### src/logic/pmc_pkg.sv
// package: constants and types for the power mode controller
//
// Operation
// - sleep instruction while running moves to a halted mode picked by control bits
// - accepted interrupt leaves any halted mode back to a running mode
// - direct switch between full-speed and low-speed running without halting
// - direct transition to the same running mode is accepted to apply new frequency
// - low external reset forces reset state from any mode
// - bits all zero: sleep mode; wake to low-speed if selected else full-speed
// - subsleep select alone: subsleep mode; wake per low-speed select
// - standby select without direct bit: standby mode; wake always full-speed
// - direct bit, no subsleep, no low-speed: direct move to full-speed
// - direct bit with low-speed select: direct move to low-speed
// - transition with subsleep select resets timer, serial port, converter
// - main oscillator runs only in full-speed, sleep and reset, and while standby exit settles; subclock always runs
// - standby floats port drivers keeping registers; sleep and subsleep hold ports
// - low-power modes: timebase counts only if timekeeping selected
// - low-speed and subsleep: capture timer holds, or counts subclock if clock-sourced
// - low-power modes: watchdog holds unless internal oscillator is its source
// - retained peripheral registers stay accessible in low-speed mode
// - no wake while interrupt mask set or request disabled
// - standby exit restarts main oscillator and waits settle time first
package pmc_pkg;

   // ----------------------------------------------------------------
   // modes
   // ----------------------------------------------------------------
   typedef enum logic [5:0] {
      PMC_RESET     = 6'h01,
      PMC_ACTIVE    = 6'h02,
      PMC_SLEEP     = 6'h04,
      PMC_SUBACTIVE = 6'h08,
      PMC_SUBSLEEP  = 6'h10,
      PMC_STANDBY   = 6'h20
   } pmc_mode_type;

   // ----------------------------------------------------------------
   // control bits and per-mode gates
   // ----------------------------------------------------------------
   typedef struct packed {
      logic direct_transition_sel;
      logic standby_sel;
      logic subsleep_sel;
      logic low_speed_sel;
   } pmc_ctrl_type;

   typedef struct packed {
      logic main_osc_en;
      logic sub_osc_en;
      logic cpu_run;
      logic ram_access;
      logic port_hold;
      logic port_hiz;
      logic periph_reset;
      logic timebase_en;
      logic capture_en;
      logic capture_on_sub;
      logic watchdog_en;
      logic retained_access;
      logic irq_inputs_live;
   } pmc_gate_type;

   localparam int PMC_IRQ_W    = 4;
   localparam int PMC_WKP_W    = 6;
   localparam int PMC_SETTLE_W = 3;
   localparam int PMC_CNT_W    = 17;

   // settle wait in states per select code; code 7 is shortest
   localparam logic [PMC_CNT_W-1:0] PMC_SETTLE_0 = 17'h02000;
   localparam logic [PMC_CNT_W-1:0] PMC_SETTLE_1 = 17'h04000;
   localparam logic [PMC_CNT_W-1:0] PMC_SETTLE_2 = 17'h08000;
   localparam logic [PMC_CNT_W-1:0] PMC_SETTLE_3 = 17'h10000;
   localparam logic [PMC_CNT_W-1:0] PMC_SETTLE_4 = 17'h00100;
   localparam logic [PMC_CNT_W-1:0] PMC_SETTLE_5 = 17'h00040;
   localparam logic [PMC_CNT_W-1:0] PMC_SETTLE_6 = 17'h00010;
   localparam logic [PMC_CNT_W-1:0] PMC_SETTLE_7 = 17'h00004;

endpackage

### src/logic/pmc_settle_timer.sv
// settle timer: counts the oscillator settling wait before wake completes
module pmc_settle_timer
   import pmc_pkg::*;
(
   input  wire logic                    clk,
   input  wire logic                    srst,
   input  wire logic                    start,
   input  wire logic [PMC_SETTLE_W-1:0] settle_time_sel,
   output logic                         busy,
   output logic                         done
);

   logic [PMC_CNT_W-1:0] cnt_ff;
   logic [PMC_CNT_W-1:0] nxt_cnt;
   logic                 done_ff;
   logic                 nxt_done;
   logic [PMC_CNT_W-1:0] load_val;

   always_comb begin
      unique case (settle_time_sel)
         3'h0: load_val = PMC_SETTLE_0;
         3'h1: load_val = PMC_SETTLE_1;
         3'h2: load_val = PMC_SETTLE_2;
         3'h3: load_val = PMC_SETTLE_3;
         3'h4: load_val = PMC_SETTLE_4;
         3'h5: load_val = PMC_SETTLE_5;
         3'h6: load_val = PMC_SETTLE_6;
         3'h7: load_val = PMC_SETTLE_7;
      endcase
   end

   always_comb begin
      nxt_cnt  = cnt_ff;
      nxt_done = 1'b0;
      if (start) begin
         nxt_cnt = load_val;
      end else if (cnt_ff != '0) begin
         nxt_cnt = cnt_ff - 17'h00001;
         if (cnt_ff == 17'h00001) begin
            nxt_done = 1'b1;
         end
      end
   end

   always_ff @(posedge clk) begin
      if (srst) begin
         cnt_ff  <= '0;
         done_ff <= 1'b0;
      end else begin
         cnt_ff  <= nxt_cnt;
         done_ff <= nxt_done;
      end
   end

   assign busy = (cnt_ff != '0);
   assign done = done_ff;

endmodule

### src/logic/pmc_top.sv
// power mode controller: sleep decode, wake, direct transitions, per-mode gating
module pmc_top
   import pmc_pkg::*;
(
   input  wire logic                    clk,
   input  wire logic                    srst,
   input  wire logic                    ext_reset_n,
   input  wire logic                    sleep_exec,
   input  wire pmc_ctrl_type            ctrl,
   input  wire logic [PMC_SETTLE_W-1:0] settle_time_sel,
   input  wire logic                    irq_mask,
   input  wire logic                    irq_pending,
   input  wire logic                    direct_irq_en,
   input  wire logic [PMC_IRQ_W-1:0]    ext_irq_inputs,
   input  wire logic [PMC_WKP_W-1:0]    wakeup_inputs,
   input  wire logic                    timebase_timekeep_sel,
   input  wire logic                    capture_src_sys,
   input  wire logic                    watchdog_src_int_osc,
   output pmc_mode_type                 mode,
   output pmc_gate_type                 gates,
   output logic                         irq_start,
   output logic                         direct_irq_start,
   output logic                         freq_apply,
   output logic                         periph_reinit_flag
);

   // ----------------------------------------------------------------
   // state
   // ----------------------------------------------------------------
   pmc_mode_type mode_ff;
   pmc_mode_type nxt_mode;
   logic         wake_low_ff;
   logic         nxt_wake_low;
   logic         irq_start_ff;
   logic         nxt_irq_start;
   logic         dir_irq_ff;
   logic         nxt_dir_irq;
   logic         freq_ff;
   logic         nxt_freq;
   logic         reinit_ff;
   logic         nxt_reinit;
   pmc_gate_type gates_ff;
   pmc_gate_type nxt_gates;
   logic         settle_start;
   logic         settle_busy;
   logic         settle_done;
   logic         wake_req;
   logic         running;
   logic         low_mode;

   // wake source is any enabled pending request; pins stay live
   // pins always request
   assign wake_req = irq_pending | (|ext_irq_inputs) | (|wakeup_inputs);
   assign running  = (mode_ff == PMC_ACTIVE) || (mode_ff == PMC_SUBACTIVE);

   pmc_settle_timer u_settle (
      .clk             (clk),
      .srst            (srst),
      .start           (settle_start),
      .settle_time_sel (settle_time_sel),
      .busy            (settle_busy),
      .done            (settle_done)
   );

   // ----------------------------------------------------------------
   // mode sequencing
   // ----------------------------------------------------------------
   always_comb begin
      nxt_mode      = mode_ff;
      nxt_wake_low  = wake_low_ff;
      nxt_irq_start = 1'b0;
      nxt_dir_irq   = 1'b0;
      nxt_freq      = 1'b0;
      nxt_reinit    = reinit_ff;
      settle_start  = 1'b0;
      unique case (mode_ff)
         PMC_RESET: begin
            nxt_mode   = PMC_ACTIVE;
            nxt_reinit = 1'b0;
         end
         PMC_ACTIVE, PMC_SUBACTIVE: begin
            if (sleep_exec) begin
               // clearing flag only once software reinitialises is not ours
               // reset on subsleep
               if (ctrl.subsleep_sel) begin
                  nxt_reinit = 1'b1;
               end
               if (ctrl.direct_transition_sel && direct_irq_en && !irq_mask) begin
                  if (ctrl.low_speed_sel) begin
                     nxt_mode = PMC_SUBACTIVE;
                  end else if (!ctrl.subsleep_sel) begin
                     nxt_mode = PMC_ACTIVE;
                  end else begin
                     // low-speed select is clear here, so wake returns to full speed
                     nxt_mode     = PMC_SUBSLEEP;
                     nxt_wake_low = 1'b0;
                  end
                  if (nxt_mode != PMC_SUBSLEEP) begin
                     nxt_dir_irq = 1'b1;
                     nxt_freq    = 1'b1;
                  end
               end else if (ctrl.standby_sel && !ctrl.direct_transition_sel) begin
                  nxt_mode     = PMC_STANDBY;
                  nxt_wake_low = 1'b0;
               end else begin
                  nxt_mode     = ctrl.subsleep_sel ? PMC_SUBSLEEP : PMC_SLEEP;
                  nxt_wake_low = ctrl.low_speed_sel;
               end
            end
         end
         PMC_SLEEP, PMC_SUBSLEEP: begin
            if (wake_req && !irq_mask) begin
               nxt_mode      = wake_low_ff ? PMC_SUBACTIVE : PMC_ACTIVE;
               nxt_irq_start = 1'b1;
               nxt_freq      = 1'b1;
            end
         end
         PMC_STANDBY: begin
            if (settle_done) begin
               nxt_mode      = PMC_ACTIVE;
               nxt_irq_start = 1'b1;
               nxt_freq      = 1'b1;
            end else if (wake_req && !irq_mask && !settle_busy) begin
               settle_start = 1'b1;
            end
         end
         default: begin
            nxt_mode = PMC_RESET;
         end
      endcase
      if (!ext_reset_n) begin
         nxt_mode      = PMC_RESET;
         nxt_irq_start = 1'b0;
         nxt_dir_irq   = 1'b0;
         nxt_freq      = 1'b0;
      end
   end

   always_ff @(posedge clk) begin
      if (srst) begin
         mode_ff      <= PMC_RESET;
         wake_low_ff  <= 1'b0;
         irq_start_ff <= 1'b0;
         dir_irq_ff   <= 1'b0;
         freq_ff      <= 1'b0;
         reinit_ff    <= 1'b0;
      end else begin
         mode_ff      <= nxt_mode;
         wake_low_ff  <= nxt_wake_low;
         irq_start_ff <= nxt_irq_start;
         dir_irq_ff   <= nxt_dir_irq;
         freq_ff      <= nxt_freq;
         reinit_ff    <= nxt_reinit;
      end
   end

   // ----------------------------------------------------------------
   // per-mode gating
   // ----------------------------------------------------------------
   always_comb begin
      low_mode = (nxt_mode == PMC_SUBACTIVE) || (nxt_mode == PMC_SUBSLEEP)
               || (nxt_mode == PMC_STANDBY);
      nxt_gates = '0;
      nxt_gates.main_osc_en = (nxt_mode == PMC_ACTIVE) || (nxt_mode == PMC_SLEEP)
                            || (nxt_mode == PMC_RESET) || settle_busy || settle_start;
      nxt_gates.sub_osc_en  = 1'b1;
      nxt_gates.cpu_run     = (nxt_mode == PMC_ACTIVE) || (nxt_mode == PMC_SUBACTIVE);
      nxt_gates.ram_access  = nxt_gates.cpu_run;
      nxt_gates.port_hold   = (nxt_mode == PMC_SLEEP) || (nxt_mode == PMC_SUBSLEEP)
                            || (nxt_mode == PMC_STANDBY);
      nxt_gates.port_hiz    = (nxt_mode == PMC_STANDBY);
      nxt_gates.periph_reset = low_mode || (nxt_mode == PMC_RESET);
      nxt_gates.timebase_en = !low_mode || timebase_timekeep_sel;
      nxt_gates.capture_en     = (nxt_mode == PMC_STANDBY) ? 1'b0
                               : (!low_mode || capture_src_sys);
      nxt_gates.capture_on_sub = low_mode && (nxt_mode != PMC_STANDBY) && capture_src_sys;
      nxt_gates.watchdog_en = !low_mode || watchdog_src_int_osc;
      nxt_gates.retained_access = (nxt_mode == PMC_ACTIVE) || (nxt_mode == PMC_SUBACTIVE);
      nxt_gates.irq_inputs_live = 1'b1;
   end

   always_ff @(posedge clk) begin
      if (srst) begin
         gates_ff <= '0;
      end else begin
         gates_ff <= nxt_gates;
      end
   end

   assign mode               = mode_ff;
   assign gates              = gates_ff;
   assign irq_start          = irq_start_ff;
   assign direct_irq_start   = dir_irq_ff;
   assign freq_apply         = freq_ff;
   assign periph_reinit_flag = reinit_ff;

   // ----------------------------------------------------------------
   // assertions
   // ----------------------------------------------------------------
   property p_reset_forced;
      @(posedge clk) disable iff (srst) !ext_reset_n |=> mode_ff == PMC_RESET;
   endproperty
   a_reset_forced: assert property (p_reset_forced)
      else $error("external reset did not force reset state");

   property p_sleep_entry;
      @(posedge clk) disable iff (srst)
         running && sleep_exec && ext_reset_n && !ctrl.direct_transition_sel
         && !ctrl.standby_sel && !ctrl.subsleep_sel |=> mode_ff == PMC_SLEEP;
   endproperty
   a_sleep_entry: assert property (p_sleep_entry)
      else $error("sleep mode not entered");

   property p_subsleep_entry;
      @(posedge clk) disable iff (srst)
         running && sleep_exec && ext_reset_n && !ctrl.direct_transition_sel
         && !ctrl.standby_sel && ctrl.subsleep_sel |=> mode_ff == PMC_SUBSLEEP;
   endproperty
   a_subsleep_entry: assert property (p_subsleep_entry)
      else $error("subsleep mode not entered");

   property p_standby_entry;
      @(posedge clk) disable iff (srst)
         running && sleep_exec && ext_reset_n && !ctrl.direct_transition_sel
         && ctrl.standby_sel |=> mode_ff == PMC_STANDBY;
   endproperty
   a_standby_entry: assert property (p_standby_entry)
      else $error("standby mode not entered");

   property p_direct_low;
      @(posedge clk) disable iff (srst)
         running && sleep_exec && ext_reset_n && ctrl.direct_transition_sel
         && ctrl.low_speed_sel && direct_irq_en && !irq_mask
         |=> mode_ff == PMC_SUBACTIVE && direct_irq_start;
   endproperty
   a_direct_low: assert property (p_direct_low)
      else $error("direct move to low speed failed");

   property p_masked_hold;
      @(posedge clk) disable iff (srst)
         (mode_ff == PMC_SLEEP || mode_ff == PMC_SUBSLEEP) && irq_mask && ext_reset_n
         |=> $stable(mode_ff);
   endproperty
   a_masked_hold: assert property (p_masked_hold)
      else $error("masked interrupt cleared halted mode");

   property p_osc_gate;
      @(posedge clk) disable iff (srst)
         mode_ff == PMC_SUBACTIVE && $past(mode_ff) == PMC_SUBACTIVE
         |-> !gates_ff.main_osc_en && gates_ff.sub_osc_en;
   endproperty
   a_osc_gate: assert property (p_osc_gate)
      else $error("main oscillator running in low speed");

   property p_standby_hiz;
      @(posedge clk) disable iff (srst)
         mode_ff == PMC_STANDBY && $past(mode_ff) == PMC_STANDBY
         |-> gates_ff.port_hiz && gates_ff.periph_reset;
   endproperty
   a_standby_hiz: assert property (p_standby_hiz)
      else $error("ports not floated in standby");

   property p_standby_wake;
      @(posedge clk) disable iff (srst)
         mode_ff == PMC_STANDBY && $rose(settle_busy) ##1 settle_busy[*2]
         |-> mode_ff == PMC_STANDBY;
   endproperty
   a_standby_wake: assert property (p_standby_wake)
      else $error("standby left before settling");

   property p_wake_halted;
      @(posedge clk) disable iff (srst)
         (mode_ff == PMC_SLEEP || mode_ff == PMC_SUBSLEEP) && wake_req && !irq_mask
         && ext_reset_n |=> running && irq_start && freq_apply;
   endproperty
   a_wake_halted: assert property (p_wake_halted)
      else $error("halted mode not left on wake");

   property p_direct_full;
      @(posedge clk) disable iff (srst)
         running && sleep_exec && ext_reset_n && ctrl.direct_transition_sel
         && !ctrl.subsleep_sel && !ctrl.low_speed_sel && direct_irq_en && !irq_mask
         |=> mode_ff == PMC_ACTIVE && direct_irq_start && freq_apply;
   endproperty
   a_direct_full: assert property (p_direct_full)
      else $error("direct move to full speed failed");

   c_sleep_wake: cover property (@(posedge clk) disable iff (srst)
      mode_ff == PMC_SLEEP ##1 irq_start);
   c_standby_wake: cover property (@(posedge clk) disable iff (srst)
      mode_ff == PMC_STANDBY ##1 mode_ff == PMC_ACTIVE);
   c_direct: cover property (@(posedge clk) disable iff (srst) direct_irq_start);
   c_subsleep_wake: cover property (@(posedge clk) disable iff (srst)
      mode_ff == PMC_SUBSLEEP ##1 irq_start);
   c_masked: cover property (@(posedge clk) disable iff (srst)
      mode_ff == PMC_SLEEP && irq_mask && wake_req);

endmodule

### config.mk
export PLATFORM = sky130hd
export DESIGN_NAME = pmc_top
export DESIGN_NICKNAME = d
export VERILOG_FILES = /design/src/logic/pmc_pkg.sv /design/src/logic/pmc_settle_timer.sv /design/src/logic/pmc_top.sv
export SDC_FILE = /design/constraint.sdc
export NUM_CORES = 1
export LEC_CHECK = 0
export BUFFER_PORTS_ARGS = -buffer_cell sky130_fd_sc_hd__buf_2
export CAP_MARGIN = 20
export CORE_UTILIZATION = 55
export CTS_CLUSTER_DIAMETER = 60
export DETAILED_ROUTE_END_ITERATION = 8
export GPL_TIMING_DRIVEN = 0
export PLACE_DENSITY_LB_ADDON = 0.05
export RECOVER_POWER = 100
export SKIP_LAST_GASP = 1
export SLEW_MARGIN = 5
export SYNTH_ARGS = -nofsm -noshare
export SYNTH_HDL_FRONTEND = slang
export SYNTH_SLANG_ARGS = --single-unit
### constraint.sdc
create_clock -name clk -period 3.45 [get_ports clk]
set_clock_uncertainty 0.1 [all_clocks]
set_input_delay 0.345 -clock clk [delete_from_list [all_inputs] [get_ports clk]]
set_output_delay 0.345 -clock clk [all_outputs]
set_load 0.01 [all_outputs]
## Word-level counts from Yosys, hierarchy flattened

Memory sizes are Yosys's and may differ from the RTL's.
Index checks and enable logic that the tools add are counted.
W data, S select, Z words.

| cells by class | value |
|---|---|
| reduce and logical (&&, ||, !) cells | 37 |
| equality and inequality tests | 19 |
| mux-type cells | 36 |
| add/sub/neg operators | 1 |
| bitwise logic cells | 5 |

Operators with widths:

| operator | count |
|---|---|
| $mux W6 | 9 |
| $mux W17 | 2 |
| $pmux W6 S4 | 1 |
| $eq A17 B1 Y1 const B | 1 |
| $reduce_bool A17 Y1 | 1 |
| $sub A17 B1 Y17 const B | 1 |
| $mux W1 | 16 |
| $mux W5 | 3 |
| $logic_or A1 B1 Y1 | 13 |
| $eq A6 B1 Y1 const B | 2 |
| $eq A6 B2 Y1 const B | 2 |
| $eq A6 B3 Y1 const B | 2 |
| $eq A6 B4 Y1 const B | 2 |
| $eq A6 B5 Y1 const B | 2 |
| $eq A6 B6 Y1 const B | 2 |
| $mux W12 | 1 |
| $ne A2 B2 Y1 const B | 4 |
| $reduce_or A2 Y1 | 4 |
| $logic_and A1 B1 Y1 | 7 |
| $ne A6 B5 Y1 const B | 1 |
| $ne A6 B6 Y1 const B | 1 |
| $reduce_or A3 Y1 | 2 |
| $reduce_or A6 Y1 | 1 |
| $logic_not A1 Y1 | 4 |
| 9 further kinds | 14 |

| storage, ports and cells | value |
|---|---|
| register bits after elaboration | 40 |
| memory bits (read-only) | 64 |
| logic and storage cells | 118 |
| memories kept | 1 |
| input port bits | 27 |
| output and inout port bits | 23 |

Memories:

| memory | words | width | rd ports | clocked after Yosys merged registers in | write ports | line | RTL |
|---|---|---|---|---|---|---|---|
| (name not given) | 8 | 8 | 1 | 0 | 0 | pmc_settle_timer.sv:20 | `unique case (settle_time_sel)` |

## Depth between registers and ports, before layout

| depth | value |
|---|---|
| word-level depth | 16 |
| gate-level depth with buffers | 7 |
| gate-level depth less buffers | 6 |

## Hierarchy

From an unflattened synthesis, not the netlist that was laid out.

| second synthesis, totals | value |
|---|---|
| cells, all modules | 258 |
| area total of the unflattened synthesis | 2239.6 um2 |

Modules (own cells, without submodules):

| module | cells an instance | sequential area each (um2) | area each (um2) | instances |
|---|---|---|---|---|
| pmc_top | 123 | 420.4 | 1128.6 | 1 |
| pmc_settle_timer | 135 | 360.3 | 1111.1 | 1 |

## Worst setup path after synthesis

Ideal clock, no wire load.

| timing path | value |
|---|---|
| kind | register to register |
| from | reg u_settle.cnt_ff[2] |
| to | reg u_settle.cnt_ff[8] |
| cell stages (with the launch flop) | 7 |
| arrival | 1824 ps |
| path slack | 1452 ps |
| data required time | 3276 ps |
| buffers on the path | 1 |
| clock period less this slack | 1998 ps |
| library setup time | 74 ps |
| cells stage by stage | dfxtp_1 nor4_4 and4_1 buf_6 nand4_4 or4b_1 a31oi_1 |

| on the way | value |
|---|---|
| word-level cells in the longest chain between the ends | 7 |
| elaborated cells between the ends (all ways) | 10 |
| classes of those cells | add/sub (1); mux (5); reduce/logical (4) |

Ends and longest elaborated chain:

| element | line | RTL |
|---|---|---|
| start, declared | pmc_settle_timer.sv:13 | `logic [PMC_CNT_W-1:0] cnt_ff;` |
| start signal, assigned | pmc_settle_timer.sv:50 | `cnt_ff <= nxt_cnt;` |
| parallel branches: the longest is 7 deep, another holds $sub A17 B1 Y17 | - |  |

Parallel ways; which one is timed is not known. The select of a mux whose other input is x is not followed.
A chain may end at the register's enable or synchronous reset.

## Worst setup path after layout

| timing path | value |
|---|---|
| from | reg mode_ff[4] (netlist: mode[4]) |
| to | reg gates_ff (netlist bit gates[3]) |

| on the way | value |
|---|---|
| word-level cells in the longest chain between the ends | 9 |
| elaborated cells between the ends (all ways) | 21 |
| classes of those cells | eq/ne (10); mux (5); reduce/logical (6) |

Ends and longest elaborated chain:

| element | line | RTL |
|---|---|---|
| start, declared | pmc_top.sv:30 | `pmc_mode_type mode_ff;` |
| start signal, assigned | pmc_top.sv:148 | `mode_ff <= nxt_mode;` |
| $eq A6 B3 Y1 (tied with other cells) | pmc_top.sv:76 | `unique case (mode_ff)` |
| $reduce_or A2 Y1 | pmc_top.sv:76 |  |
| $pmux W6 S4 * | pmc_top.sv:76 |  |
| $mux W6 * | pmc_top.sv:131 | `if (!ext_reset_n) begin` |
| $eq A6 B4 Y1 or $eq A6 B5 Y1 (tied branches) | pmc_top.sv:161 | `low_mode = (nxt_mode == PMC_SUBACTIVE) \|\| (nxt_mode == PMC_SUBSLEEP)` |
| $logic_or A1 B1 Y1 | pmc_top.sv:161 |  |
| $logic_or A1 B1 Y1 | pmc_top.sv:162 | `\|\| (nxt_mode == PMC_STANDBY);` |
| $logic_and A1 B1 Y1 * (2 in series) | pmc_top.sv:176 | `nxt_gates.capture_on_sub = low_mode && (nxt_mode != PMC_STANDBY) && capture_src_sys;` |
| end signal, assigned | pmc_top.sv:186 | `gates_ff <= nxt_gates;` |
| end, declared | pmc_top.sv:42 | `pmc_gate_type gates_ff;` |

Mark *: on every way between the ends. The rest lies on a longest branch, timed or not.

==> impl_metrics.env <==
export IMPL_cts_max_level=2
export IMPL_grt_met1_usage_pct=28.2
export IMPL_dp_hpwl_um=3180
export IMPL_crit_fanout=9
export IMPL_r2r_end="gates[3]"
export IMPL_use_met3_pct=6.09
export IMPL_clkLatencyLatePin_ns=0.36
export IMPL_fp_coreArea_um2=3340
export IMPL_ant_nets=0
export IMPL_synth_area_per_cell_um2=9.23
export IMPL_synth_compound_area_share_pct=18.2
export IMPL_r2r_cells=5
export IMPL_ys_flop_type="dfxtp_1"
export IMPL_relSlewSlack_pct=14.5
export IMPL_synth_top_family_by_area="simple AND/OR/NAND/NOR gates"
export IMPL_first_pass_iters=4
export IMPL_end_kind="flip-flop"
export IMPL_ys_seq_area_share_pct=40.5
export IMPL_num_io_pins=50
export IMPL_min_path_cells=3
export IMPL_via_per_inst=5.62
export IMPL_p_per_area_nw_per_um2=703
export IMPL_drc_errors=0
export IMPL_cts_tree="built"
export IMPL_synth_top_area_share_pct=40.5
export IMPL_synth_most_common_cell="dfxtp_1"
export IMPL_overflow=0
export IMPL_drtIter0Drc=51
export IMPL_grt_busiest_layer="met2"
export IMPL_status="finished clean"
export IMPL_p_leak_nw=0.892
export IMPL_vdd_ir_drop_max_v=0.000536
export IMPL_rows=21
export IMPL_critPathLaunchType="flip-flop"
export IMPL_hold_viol=0
export IMPL_syn_area_um2=1930
export IMPL_yosys_area_share_simple_pct=29.6
export IMPL_crit_type="flip-flop to flip-flop"
export IMPL_synth_seq_cells=39
export IMPL_synth_top_area_cell="dfxtp_1"
export IMPL_start_util_pct=57.8
export IMPL_grt_max_degree=14
export IMPL_postCtsSetupBuffers=0
export IMPL_reg2reg_from="mode[4]"
export IMPL_die_h_um=61.2
export IMPL_fin_tns_setup_ns=0
export IMPL_syn_inst=209
export IMPL_synth_xor_area_share_pct=5.45
export IMPL_worst_slew_pin_slew_ns=1.27
export IMPL_synth_edff_count=0
export IMPL_syn_num_nets=238
export IMPL_grt_use_met2_pct=45.7
export IMPL_place_gp_congestion=0.861
export IMPL_ctsHoldBuffers=0
export IMPL_synthMuxAreaShare_pct=0.519
export IMPL_period_share_pct=79.8
export IMPL_worst_ep_arrival_time_ns=2.96
export IMPL_synthArstFlopShare_pct=0
export IMPL_p_total_mw=1.57
export IMPL_fin_nets=294
export IMPL_portBuffers=49
export IMPL_place_ws_ns=1.13
export IMPL_antenna_found_initial=0
export IMPL_cp_required_ns=3.66
export IMPL_drv_cap=0
export IMPL_max_freq_mhz=363
export IMPL_synthTopCellsByArea="dfxtp_1, nor2_1, xnor2_1"
export IMPL_min_path_type="primary input to flip-flop"
export IMPL_reg2reg_slack_ns=0.70
export IMPL_clockBufferDepth=2
export IMPL_synthTopCellsByCount="dfxtp_1, nor2_1, a21oi_1"
export IMPL_grt_pass1_wl_um=6920
export IMPL_die_w_um=61.2
export IMPL_report_final_slew_viol_count=0
export IMPL_yosys_cell_types_count=55
export IMPL_clk_pin_slew_ns=0.12
export IMPL_clock_tree_root_cell="clkbuf_4"
export IMPL_drt_total_wl_um=4250
export IMPL_grt_pass1_vias=1600
export IMPL_drive_gt1_share_pct=16.9
export IMPL_ys_warn_count=0
export IMPL_wl_per_cell_um=13.6
export IMPL_ctsResizeCount=0
export IMPL_cts_sinks=39
export IMPL_dieArea_um2=3750
export IMPL_fillCellCount=299
export IMPL_holdWs_ns=0.120
export IMPL_finalSetupViolCount=0
export IMPL_setup_ws_ns=0.696
export IMPL_antenna_cells=0
export IMPL_grt_use_total_pct=25.3
export IMPL_area_delta_synth_final_pct=15.9
export IMPL_cts_buffers=5
export IMPL_min_delay_start="timebase_timekeep_sel"
export IMPL_layout_min_cycle_time_ns=2.75
export IMPL_rsz0062_at_grt="no"
export IMPL_vias=1753
export IMPL_synthAdderAreaFrac_pct=1.30
export IMPL_hold_end="gates[5]"
==> layer usage <==
layer | wire [um] | vias up
met5 | 0 | -
met2 | 2110 | 58
met1 | 1840 | 802
met3 | 221 | 8
met4 | 76 | 0
li1 | - | 885
==> worst max-delay path, cell delays in order (launching register included) <==
cell	delay, ns
dfxtp_1	0.39
or3_1	0.45
nor4_1	1.04
nand3_1	0.27
nand4b_1	0.28
and3_1	0.18
==> layout make-up <==
cell class,count,area (um2),share of cell area (%)
multi-input combinational,152,1010,45.4
buffer,7,45.0,2.02
tap,46,57.6,2.58
sequential,39,781,34.9
clock buffer,5,37.5,1.68
timing repair buffer,49,215,9.63
inverter,11,41.3,1.85
clock inverter,3,43.8,1.96
==> cells in the final DEF (no fill, tap or decap), types with 2 or more instances in the layout <==
cell type	n
a211oi_1	7
a21oi_1	12
a31oi_1	6
and2_0	3
and3_1	2
and3b_1	2
buf_2	25
buf_4	3
clkbuf_1	26
clkbuf_4	5
dfxtp_1	39
ha_1	2
inv_1	10
nand2_1	10
nand2b_1	2
nand3_1	2
nand3b_1	4
nand4_1	4
nand4b_1	2
nor2_1	19
nor2b_1	3
nor3_1	10
nor4_1	7
o2111ai_1	2
o211ai_1	2
o21ai_0	4
o2bb2ai_1	4
o31ai_1	5
or2_2	2
or3_1	3
or4_1	2
xnor2_1	7
xor2_1	5
==> logic make-up (layout without fill, tap and decap cells) <==
kind of cell    after synthesis  count (layout)
flops                        39              39
mux                           1               1
fa+ha+maj                     2               2
simple gates                 87              87
xor+xnor                     12              12
compound gates               50              50
buf+inv                      18              75
==> how the worst max path moves through the flow <==
stage / end / depth (start not counted) / startpoint / slack [ns]
after floorplan: u_settle.cnt_ff[8] / 6 / u_settle.cnt_ff[2] / 1.45
after global placement: u_settle.cnt_ff[4] / 5 / u_settle.cnt_ff[2] / 1.22
after detailed placement: u_settle.cnt_ff[4] / 5 / u_settle.cnt_ff[2] / 1.13
after CTS: u_settle.cnt_ff[4] / 5 / u_settle.cnt_ff[2] / 1.08
after global routing: gates[4] / 5 / mode[4] / 0.52
final: gates[3] / 5 / mode[4] / 0.70
==> report_power, final <==
group	internal (mW)	switching [mW]	leakage [nW]
Combinational	0.271	0.377	0.527
Clock	0.152	0.161	0.0452
Sequential	0.529	0.0792	0.320
Total	0.952	0.618	0.892
==> metrics by stage <==
stage	cells	area (um2)	util [%]
2_1_floorplan	209	1930	-
3_3_place_gp	304	2230	66.9
3_5_place_dp	304	2230	66.9
4_1_cts	312	2310	69.3
5_1_grt	312	2230	67.0
6_report	312	2230	67.0
==> state kept, by name, summed over array words and instances, names as in the netlist <==
| signal | cells |
|---|---|
| direct_irq_start | 1 |
| freq_apply | 1 |
| gates | 10 |
| irq_start | 1 |
| mode | 6 |
| periph_reinit_flag | 1 |
| u_settle.cnt_ff | 17 |
| u_settle.done | 1 |
| wake_low_ff | 1 |
Power figures use the tool's default switching activity.
